## src/asc_pkg.sv

```systemverilog
// Package: register map, field layout and constants of the sample and clock control block
package asc_pkg;
    // Register byte addresses (AXI4-Lite word aligned)
    localparam logic [3:0]  ASC_OFF_ENABLE_CTRL   = 4'h0;
    localparam logic [3:0]  ASC_OFF_SAMPLE_CLK    = 4'h4;
    localparam int          ASC_ADDR_W            = 4;

    // Enable control register fields
    localparam int          ASC_ENC_BIT           = 1;
    localparam int          ASC_START_BIT         = 0;

    // Sample, clock and sequence control register fields
    localparam int          ASC_REG_W             = 16;
    localparam int          ASC_TRIG_LSB          = 10;
    localparam int          ASC_PULSE_BIT         = 9;
    localparam int          ASC_INVERT_BIT        = 8;
    localparam int          ASC_DIV_LSB           = 5;
    localparam int          ASC_CSRC_LSB          = 3;
    localparam int          ASC_SEQ_LSB           = 1;
    localparam int          ASC_BUSY_BIT          = 0;
    localparam logic [15:0] ASC_SAMPLE_CLK_RESET  = 16'h0000;

    // Trigger source codes
    typedef enum logic [1:0] {
        ASC_TRIG_SOFT   = 2'b00,
        ASC_TRIG_TIMER0 = 2'b01,
        ASC_TRIG_TIMER1 = 2'b10,
        ASC_TRIG_TIMER2 = 2'b11
    } asc_trig_t;

    // Conversion clock source codes
    typedef enum logic [1:0] {
        ASC_CLK_MODOSC  = 2'b00,
        ASC_CLK_AUX     = 2'b01,
        ASC_CLK_MAIN    = 2'b10,
        ASC_CLK_SUBMAIN = 2'b11
    } asc_csrc_t;

    // Sequence modes
    typedef enum logic [1:0] {
        ASC_SEQ_SINGLE     = 2'b00,
        ASC_SEQ_SEQUENCE   = 2'b01,
        ASC_SEQ_REP_SINGLE = 2'b10,
        ASC_SEQ_REP_SEQ    = 2'b11
    } asc_seq_t;

    // AXI responses
    localparam logic [1:0]  ASC_RESP_OKAY         = 2'b00;
    localparam logic [1:0]  ASC_RESP_SLVERR       = 2'b10;

    // Sampling timer default length in conversion clock ticks
    localparam int          ASC_SAMPLE_TICKS      = 4;
endpackage : asc_pkg

```

## src/asc_sample_clock_ctrl.sv

```systemverilog
// Sample trigger, conversion clock and sequence control register block with AXI4-Lite slave
//
// Behaviour
// - Config fields are changed by software only with conversion enable clear; writes to them are ignored while it is set.
// - After enable is cleared, a new config value acts at once, even mid conversion.
// - Trigger source field bits 11-10 picks software start (00b) or timer trigger 0, 1, 2.
// - Bit 9 makes the sampling control follow the sample input (0) or the sampling timer (1).
// - Bit 8 set inverts the sample input before use.
// - Bits 4-3 pick the conversion clock source and bits 7-5 divide it by value plus one.
// - Bits 2-1 select single, sequence, repeat single or repeat sequence mode.
// - Read-only bit 0 reads 1 while a sequence, sample or conversion is active, else 0, reset 0.
// - Bits 15-12 always read zero.
// - Conversion enable bit off disables the converter, on enables it.
// - Software start bit written 1 requests a sample and clears itself; may be set with enable.
//
// Added by the designer: the register offsets and the AXI4-Lite register port.
module asc_sample_clock_ctrl
    import asc_pkg::*;
#(
    parameter int SAMPLE_TICKS = ASC_SAMPLE_TICKS
) (
    // Clock and reset
    input  wire logic                  ref_clk_i,
    input  wire logic                  rst_n_i,
    // AXI4-Lite write address
    input  wire logic                  s_axi_awvalid,
    output logic                       s_axi_awready,
    input  wire logic [ASC_ADDR_W-1:0] s_axi_awaddr,
    input  wire logic [2:0]            s_axi_awprot,
    // AXI4-Lite write data
    input  wire logic                  s_axi_wvalid,
    output logic                       s_axi_wready,
    input  wire logic [31:0]           s_axi_wdata,
    input  wire logic [3:0]            s_axi_wstrb,
    // AXI4-Lite write response
    output logic                       s_axi_bvalid,
    input  wire logic                  s_axi_bready,
    output logic [1:0]                 s_axi_bresp,
    // AXI4-Lite read address
    input  wire logic                  s_axi_arvalid,
    output logic                       s_axi_arready,
    input  wire logic [ASC_ADDR_W-1:0] s_axi_araddr,
    input  wire logic [2:0]            s_axi_arprot,
    // AXI4-Lite read data
    output logic                       s_axi_rvalid,
    input  wire logic                  s_axi_rready,
    output logic [31:0]                s_axi_rdata,
    output logic [1:0]                 s_axi_rresp,
    // Asynchronous clock sources and timer triggers (sampled)
    input  wire logic [3:0]            clk_src_i,
    input  wire logic [2:0]            timer_trig_i,
    // Converter core side
    input  wire logic                  core_busy_i,
    output logic                       conv_tick_o,
    output logic                       sampling_control_signal_o,
    output logic                       conversion_enable_o,
    output logic [1:0]                 sequence_mode_sel_o
);
    localparam int NUM_EXT = 7;

    // Byte-lane merge used for both registers
    function automatic logic [31:0] merge_lanes(input logic [31:0] old_v,
                                                input logic [31:0] new_v,
                                                input logic [3:0]  strb);
        logic [31:0] res;
        res = old_v;
        for (int b = 0; b < 4; b++) begin
            if (strb[b]) begin
                res[b*8 +: 8] = new_v[b*8 +: 8];
            end
        end
        return res;
    endfunction

    // ---------------- Registers ----------------
    logic                  enc_q;
    logic                  sw_req_q;
    logic [11:1]           cfg_q;
    logic [11:1]           cfg_d;

    // ---------------- AXI write channel ----------------
    logic                  aw_full_q;
    logic [ASC_ADDR_W-1:0] aw_addr_q;
    logic                  w_full_q;
    logic [31:0]           w_data_q;
    logic [3:0]            w_strb_q;
    logic                  bvalid_q;
    logic [1:0]            bresp_q;

    wire                   aw_take    = s_axi_awvalid & s_axi_awready;
    wire                   w_take     = s_axi_wvalid & s_axi_wready;
    wire                   aw_have    = aw_full_q | aw_take;
    wire                   w_have     = w_full_q | w_take;
    wire                   wr_fire    = aw_have & w_have & ~bvalid_q;
    wire [ASC_ADDR_W-1:0]  wr_addr    = aw_full_q ? aw_addr_q : s_axi_awaddr;
    wire [31:0]            wr_data    = w_full_q ? w_data_q : s_axi_wdata;
    wire [3:0]             wr_strb    = w_full_q ? w_strb_q : s_axi_wstrb;
    wire                   wr_enable  = wr_fire & (wr_addr == ASC_OFF_ENABLE_CTRL);
    wire                   wr_smp_clk = wr_fire & (wr_addr == ASC_OFF_SAMPLE_CLK);
    wire                   wr_mapped  = wr_enable | wr_smp_clk;

    // Holding registers free the channel; address and data may arrive in either order
    assign s_axi_awready = ~aw_full_q & ~bvalid_q;
    assign s_axi_wready  = ~w_full_q & ~bvalid_q;
    assign s_axi_bvalid  = bvalid_q;
    assign s_axi_bresp   = bresp_q;

    always_ff @(posedge ref_clk_i) begin
        if (!rst_n_i) begin
            aw_full_q <= 1'b0;
            aw_addr_q <= '0;
        end else if (wr_fire) begin
            aw_full_q <= 1'b0;
        end else if (aw_take) begin
            aw_full_q <= 1'b1;
            aw_addr_q <= s_axi_awaddr;
        end
    end

    always_ff @(posedge ref_clk_i) begin
        if (!rst_n_i) begin
            w_full_q <= 1'b0;
            w_data_q <= '0;
            w_strb_q <= '0;
        end else if (wr_fire) begin
            w_full_q <= 1'b0;
        end else if (w_take) begin
            w_full_q <= 1'b1;
            w_data_q <= s_axi_wdata;
            w_strb_q <= s_axi_wstrb;
        end
    end

    always_ff @(posedge ref_clk_i) begin
        if (!rst_n_i) begin
            bvalid_q <= 1'b0;
            bresp_q  <= ASC_RESP_OKAY;
        end else if (wr_fire) begin
            bvalid_q <= 1'b1;
            bresp_q  <= wr_mapped ? ASC_RESP_OKAY : ASC_RESP_SLVERR;
        end else if (s_axi_bready) begin
            bvalid_q <= 1'b0;
        end
    end

    // ---------------- Enable and software start ----------------
    wire [31:0] en_merged = merge_lanes({30'h0, enc_q, 1'b0}, wr_data, wr_strb);
    wire        sw_write  = wr_enable & en_merged[ASC_START_BIT];
    wire        sw_go     = sw_write & en_merged[ASC_ENC_BIT];
    logic       conv_tick;

    always_ff @(posedge ref_clk_i) begin
        if (!rst_n_i) begin
            enc_q <= 1'b0;
        end else if (wr_enable) begin
            enc_q <= en_merged[ASC_ENC_BIT];
        end
    end

    // Start request lasts until the next conversion clock tick or until enable clears, then clears itself
    always_ff @(posedge ref_clk_i) begin
        if (!rst_n_i) begin
            sw_req_q <= 1'b0;
        end else if (sw_go) begin
            sw_req_q <= 1'b1;
        end else if (conv_tick | ~enc_q) begin
            sw_req_q <= 1'b0;
        end
    end

    // ---------------- Sample, clock and sequence register ----------------
    wire [31:0] cfg_merged = merge_lanes({20'h0, cfg_q, 1'b0}, wr_data, wr_strb);

    // Enable as held before this write decides; clearing it first opens the fields
    always_comb begin
        cfg_d = cfg_q;
        if (wr_smp_clk && !enc_q) begin
            cfg_d = cfg_merged[11:1];
        end
    end

    always_ff @(posedge ref_clk_i) begin
        if (!rst_n_i) begin
            cfg_q <= ASC_SAMPLE_CLK_RESET[11:1];
        end else begin
            cfg_q <= cfg_d;
        end
    end

    asc_trig_t  trig_sel;
    asc_csrc_t  csrc_sel;
    wire        pulse_sel  = cfg_q[ASC_PULSE_BIT];
    wire        invert_sel = cfg_q[ASC_INVERT_BIT];
    wire [2:0]  div_sel    = cfg_q[ASC_DIV_LSB +: 3];
    assign trig_sel            = asc_trig_t'(cfg_q[ASC_TRIG_LSB +: 2]);
    assign csrc_sel            = asc_csrc_t'(cfg_q[ASC_CSRC_LSB +: 2]);
    assign sequence_mode_sel_o = cfg_q[ASC_SEQ_LSB +: 2];
    assign conversion_enable_o = enc_q;

    // ---------------- Input synchronisers ----------------
    wire  [NUM_EXT-1:0] ext_in = {timer_trig_i, clk_src_i};
    logic [NUM_EXT-1:0] ext_lvl;
    logic [NUM_EXT-1:0] ext_rise;

    for (genvar g = 0; g < NUM_EXT; g++) begin : g_sync
        logic s1_q;
        logic s2_q;
        logic s3_q;
        logic lvl_q;
        logic lvl_prev_q;
        always_ff @(posedge ref_clk_i) begin
            if (!rst_n_i) begin
                s1_q       <= 1'b0;
                s2_q       <= 1'b0;
                s3_q       <= 1'b0;
                lvl_q      <= 1'b0;
                lvl_prev_q <= 1'b0;
            end else begin
                s1_q       <= ext_in[g];
                s2_q       <= s1_q;
                s3_q       <= s2_q;
                lvl_prev_q <= lvl_q;
                if (s2_q == s3_q) begin
                    lvl_q <= s3_q;
                end
            end
        end
        assign ext_lvl[g]  = lvl_q;
        assign ext_rise[g] = lvl_q & ~lvl_prev_q;
    end

    // ---------------- Conversion clock divider ----------------
    logic [2:0] div_cnt_q;
    logic       src_prev_q;
    // A source switch can bring the new source's edge one cycle after the old one's;
    // that edge is dropped so the conversion clock never runs at the full clock rate
    wire        src_tick = ext_rise[csrc_sel] & ~src_prev_q;
    wire        div_wrap = div_cnt_q >= div_sel;

    // Compare with >= so a smaller divide value never strands the count;
    // every output tick still follows a whole source edge, so no runt period
    always_ff @(posedge ref_clk_i) begin
        if (!rst_n_i) begin
            div_cnt_q <= '0;
        end else if (src_tick) begin
            div_cnt_q <= div_wrap ? 3'h0 : div_cnt_q + 3'h1;
        end
    end

    always_ff @(posedge ref_clk_i) begin
        if (!rst_n_i) begin
            src_prev_q <= 1'b0;
        end else begin
            src_prev_q <= src_tick;
        end
    end

    assign conv_tick   = src_tick & div_wrap;
    assign conv_tick_o = conv_tick;

    // ---------------- Sample input and sampling control ----------------
    wire [3:0] trig_vec  = {ext_lvl[6:4], sw_req_q};
    wire       shi_raw   = trig_vec[trig_sel];
    wire       shi       = (shi_raw ^ invert_sel) & enc_q;
    logic      shi_prev_q;
    logic      tmr_run_q;
    logic [$clog2(SAMPLE_TICKS+1)-1:0] tmr_cnt_q;
    localparam logic [$clog2(SAMPLE_TICKS+1)-1:0] TMR_LAST =
        ($clog2(SAMPLE_TICKS+1))'(SAMPLE_TICKS - 1);

    always_ff @(posedge ref_clk_i) begin
        if (!rst_n_i) begin
            shi_prev_q <= 1'b0;
        end else begin
            shi_prev_q <= shi;
        end
    end

    wire shi_rise = shi & ~shi_prev_q;

    // Sampling timer counts conversion ticks from a rising sample input
    always_ff @(posedge ref_clk_i) begin
        if (!rst_n_i) begin
            tmr_run_q <= 1'b0;
            tmr_cnt_q <= '0;
        end else if (!enc_q || !pulse_sel) begin
            tmr_run_q <= 1'b0;
            tmr_cnt_q <= '0;
        end else if (!tmr_run_q && shi_rise) begin
            tmr_run_q <= 1'b1;
            tmr_cnt_q <= '0;
        end else if (tmr_run_q && conv_tick) begin
            if (tmr_cnt_q == TMR_LAST) begin
                tmr_run_q <= 1'b0;
            end
            tmr_cnt_q <= tmr_cnt_q + 1'b1;
        end
    end

    wire sampling_control_signal = pulse_sel ? tmr_run_q : shi;

    always_ff @(posedge ref_clk_i) begin
        if (!rst_n_i) begin
            sampling_control_signal_o <= 1'b0;
        end else begin
            sampling_control_signal_o <= sampling_control_signal;
        end
    end

    // Busy covers a pending start, the sample phase as driven out and the core's work;
    // the registered output keeps busy up in the cycle after the timer ends
    wire busy = sw_req_q | tmr_run_q | sampling_control_signal | sampling_control_signal_o | core_busy_i;

    // ---------------- AXI read channel ----------------
    logic        rvalid_q;
    logic [31:0] rdata_q;
    logic [1:0]  rresp_q;

    wire         rd_take    = s_axi_arvalid & s_axi_arready;
    wire         rd_enable  = s_axi_araddr == ASC_OFF_ENABLE_CTRL;
    wire         rd_smp_clk = s_axi_araddr == ASC_OFF_SAMPLE_CLK;
    wire [31:0]  enable_val = {30'h0, enc_q, sw_req_q};
    wire [31:0]  smp_val    = {16'h0, 4'h0, cfg_q, busy};
    wire [31:0]  rd_val     = rd_enable ? enable_val : (rd_smp_clk ? smp_val : 32'h0);

    assign s_axi_arready = ~rvalid_q;
    assign s_axi_rvalid  = rvalid_q;
    assign s_axi_rdata   = rdata_q;
    assign s_axi_rresp   = rresp_q;

    always_ff @(posedge ref_clk_i) begin
        if (!rst_n_i) begin
            rvalid_q <= 1'b0;
            rdata_q  <= '0;
            rresp_q  <= ASC_RESP_OKAY;
        end else if (rd_take) begin
            rvalid_q <= 1'b1;
            rdata_q  <= rd_val;
            rresp_q  <= (rd_enable | rd_smp_clk) ? ASC_RESP_OKAY : ASC_RESP_SLVERR;
        end else if (s_axi_rready) begin
            rvalid_q <= 1'b0;
        end
    end

endmodule : asc_sample_clock_ctrl

```

## config.mk

```make
export PLATFORM = sky130hd
export DESIGN_NAME = asc_sample_clock_ctrl
export DESIGN_NICKNAME = d
export VERILOG_FILES = /design/src/asc_pkg.sv /design/src/asc_sample_clock_ctrl.sv
export SDC_FILE = /design/constraint.sdc
export NUM_CORES = 1
export LEC_CHECK = 0
export BUFFER_PORTS_ARGS = -buffer_cell sky130_fd_sc_hd__buf_2
export CORE_MARGIN = 2
export CORE_UTILIZATION = 51
export CTS_CLUSTER_DIAMETER = 30
export CTS_CLUSTER_SIZE = 25
export DETAILED_ROUTE_END_ITERATION = 16
export GPL_TIMING_DRIVEN = 0
export PLACE_DENSITY = 0.83
export SLEW_MARGIN = 20
export SYNTH_ARGS = -nofsm -noshare
export SYNTH_HDL_FRONTEND = slang
export SYNTH_SLANG_ARGS = --single-unit
```

## constraint.sdc

```tcl
create_clock -name ref_clk_i -period 2.2 [get_ports ref_clk_i]
set_input_delay 0.22 -clock ref_clk_i [delete_from_list [all_inputs] [get_ports ref_clk_i]]
set_output_delay 0.22 -clock ref_clk_i [all_outputs]
set_load 0.01 [all_outputs]
```

==> impl_metrics.ini <==
[outcome]
status = complete, no violations

[synth]
netlist_instances = 398
synth_ff_type = sky130_fd_sc_hd__dfxtp_1
yosys.area.top_type_share_pct = 48.0
yosysUniqueCellTypes = 44
synth_edf_count = 0
synth_top_cell_by_area = sky130_fd_sc_hd__dfxtp_1
ys_seq_area_share_pct = 48.0
postSynthRegisterBits = 91
async_reset_ff_share_pct = 0
post-synth-top-count-cell = sky130_fd_sc_hd__dfxtp_1
synth.top_cells.by_area = sky130_fd_sc_hd__dfxtp_1, sky130_fd_sc_hd__mux2i_1, sky130_fd_sc_hd__buf_4
yosys-top-cells-count = sky130_fd_sc_hd__dfxtp_1, sky130_fd_sc_hd__nor2_1, sky130_fd_sc_hd__mux2i_1, sky130_fd_sc_hd__nand2_1, sky130_fd_sc_hd__and2_1
synth_area_per_cell_um2 = 9.54
ys.warnings.count = 0
syn-cell-area_mm2 = 0.00380

[floorplanning]
rows = 31
die_w_um = 90.3
die_h_um = 90.3
floorplan.initialDensity_pct = 52.6
core_mm2 = 0.00721
pin_count = 111
die_area_mm2 = 0.00815

[power]
cellPowerDensity_mw_per_mm2 = 704
static_leakage_uw = 0.00209
power.share.sequential_pct = 53.3
comb_power_share_pct = 10.2
swShare_pct = 25.1
p_clk_share_pct = 36.6
power_report.internal_total_uw = 2410
total_switching_power_uw = 808
vdd_ir_drop_max_mv = 0.535

[finish]
finish.utilization_pct = 63.4
antenna_cells = 0
stdcell_count = 598
nNetsFinal = 565
post_route_cells_drive_above_1_share_pct = 26.3
area_growth_syn_to_layout_pct = 20.4

[drt]
detailroute.via_count = 3019
route.detailed.drc = 0
drt-total-wl_mm = 8.07
final_antenna_net_count = 0
routed_wire_length_per_instance_um = 13.5
drt_pass1_iterations = 5
detailedRoute.firstIterationViolations = 111
drt-vias-per-instance = 5.05

[setup_path]
crit_path_top_delay_cell = sky130_fd_sc_hd__mux4_2
worstPathBufferInverterCount = 2
critPathRequiredTime_ns = 1.98
crit_family = multiplexers
worstSetupPathType = reg -> out
worstSetupStartpointType = register
timing.critical_path.to_type = primary output
critical_path.cell_chain = nand2b_1 > mux4_2 > clkbuf_4 > nor3_4 > buf_2
crit_path_max_fo = 10
critPathArrivalTime_ns = 1.90
slowest_delay_ns = 0.51

[global_route]
gr-usage-all-layers_pct = 20.1
grt_first_pass_wirelength_mm = 13.1
grt_pass1_vias = 2810
grt_overflow = 0
grt_start_max_net_pins = 17
antenna_violations_before_repair = 0

[clock_tree]
clock_path_buffers = 2
htreeDepth = 3
clk_transition_reported_paths_ns = 0.09
clock_insertion_delay_worst_skew_ns = 0.36
cts_tree = yes
cts-buffers-inserted = 9
root_buffer = sky130_fd_sc_hd__clkbuf_8
clock_sinks = 91

[placement]
place.detailed.instances = 578
hpwlAfterDp_mm = 6.04
globalplace.congestion = 0.814
place_ws_ns = 0.156
portBuffers = 60

[hold_path]
hold_path.class = in -> reg

[timing]
worst_slew_pin_slew_ns = 0.675
finalWorstPathRequiredPeriod_ns = 2.12
clock_skew_ns = 0.0124
slew-limit-headroom_pct = 54.7
hold_violations = 0
finalCritPeriodShare_pct = 96.2
setup-tns-final_ns = 0
layout_setup_ws_ns = 0.0843
timing_max_transition_violations_final = 0
achievable-frequency_mhz = 473
timing.final.setup_violations = 0

[flow_run]
maxCapViolations = 0
-- path summary, 6_finish.rpt --
check / startpoint / endpoint / slack [ns] / depth (start not counted)
worst max-delay path: g_sync[1].lvl_q$_SDFFE_PN0N_ / conv_tick_o / 0.08 / 5
worst min-delay path: clk_src_i[3] / g_sync[3].s1_q$_SDFF_PN0_ / 0.06 / 2
worst max register to register: cfg_q[7]$_SDFFE_PN0P_ / tmr_cnt_q[1]$_SDFFE_PP0P_ / 0.13 / 7
worst min register to register: g_sync[1].s1_q$_SDFF_PN0_ / g_sync[1].s2_q$_SDFF_PN0_ / 0.44 / 1
-- through the flow --
step	hold WS, ns	area [um^2]	total power [uW]
2_1_floorplan	0.347	3880	1970
3_3_place_gp	0.417	4300	2070
3_5_place_dp	0.417	4300	2080
4_1_cts	0.0520	4540	3230
5_1_grt	0.0437	4570	3340
6_report	0.0583	4570	3220
-- worst register-to-register path, delay by kind of cell, from the launching register on --
kind / cells / cell delay, ns
and+or+nand+nor: 1 / 0.54
buffers and inverters: 2 / 0.23
adders and majority gates: 1 / 0.36
DFF: 1 / 0.38
AOI/OAI and AO/OA: 3 / 0.49
-- cells by family after synthesis --
logic type                 count (synthesis)  share of synthesized area [%]
AOI/OAI and AO/OA                         58                           10.0
adders and majority gates                  6                           1.98
buffers and inverters                     55                           7.94
DFF                                       91                           48.0
muxes                                     49                           13.7
other                                      1                         0.0988
and+or+nand+nor                          138                           18.3
-- per-layer routing --
layer | wire [um] | GRT usage [%] | vias to the layer above
li1 | - | - | 1529
met1 | 3680 | 25.8 | 1380
met2 | 3840 | 32.8 | 104
met3 | 487 | 6.01 | 6
met4 | 64 | 5.90 | 0
met5 | 0 | 0 | -
-- layout by cell type, fill, tap and decap left out, drive strengths merged, types with 3 or more instances in the layout --
cell type,synthesis,routed
buf,31,94
dfxtp,91,91
nor2,38,38
mux2i,35,35
nand2,33,33
and2,25,25
clkbuf,13,24
conb,1,22
a21oi,15,15
mux2,13,13
inv,11,13
o21ai,11,11
a22oi,10,10
nor3,9,9
nand2b,8,8
ha,6,6
nand4,4,4
or3,4,4
nand3,4,4
a211oi,4,4
or4,3,3
o31ai,3,3
or4b,3,3
clkinv,0,3
-- area by class of cell --
class | count | area (um^2)
fill | 617 | 2640
sequential | 91 | 1820
multi-input combinational | 273 | 1780
timing repair buffer | 64 | 330
buffer | 44 | 263
clock buffer | 10 | 138
tap | 99 | 124
clock inverter | 6 | 72.6
inverter | 11 | 41.3
-- power groups by stage --
stage	registers (uW)	clock network, uW	logic (uW)
finish	1720	1180	327
global route	1720	1260	360
CTS	1720	1190	324
detailed placement	1750	0	321
global placement	1750	0	314
floorplan	1750	0	224
-- what timing repair did --
action | CTS | global route
hold endpoints to repair | 0 | 0
hold buffers | 0 | 0
endpoints found under the setup margin | 1 | 1
resized for setup | 4 | 3
buffers inserted | 0 | 4
-- registers in the layout, indices dropped and copies added, names as in the netlist, 4 cells and up --
signal             count
cfg_q                 11
aw_addr_q              4
w_data_q              12
g_sync.s1_q            7
g_sync.s3_q            7
g_sync.s2_q            7
s_axi_rdata           12
g_sync.lvl_q           7
g_sync.lvl_prev_q      4
(Power assumes the default switching activity.)
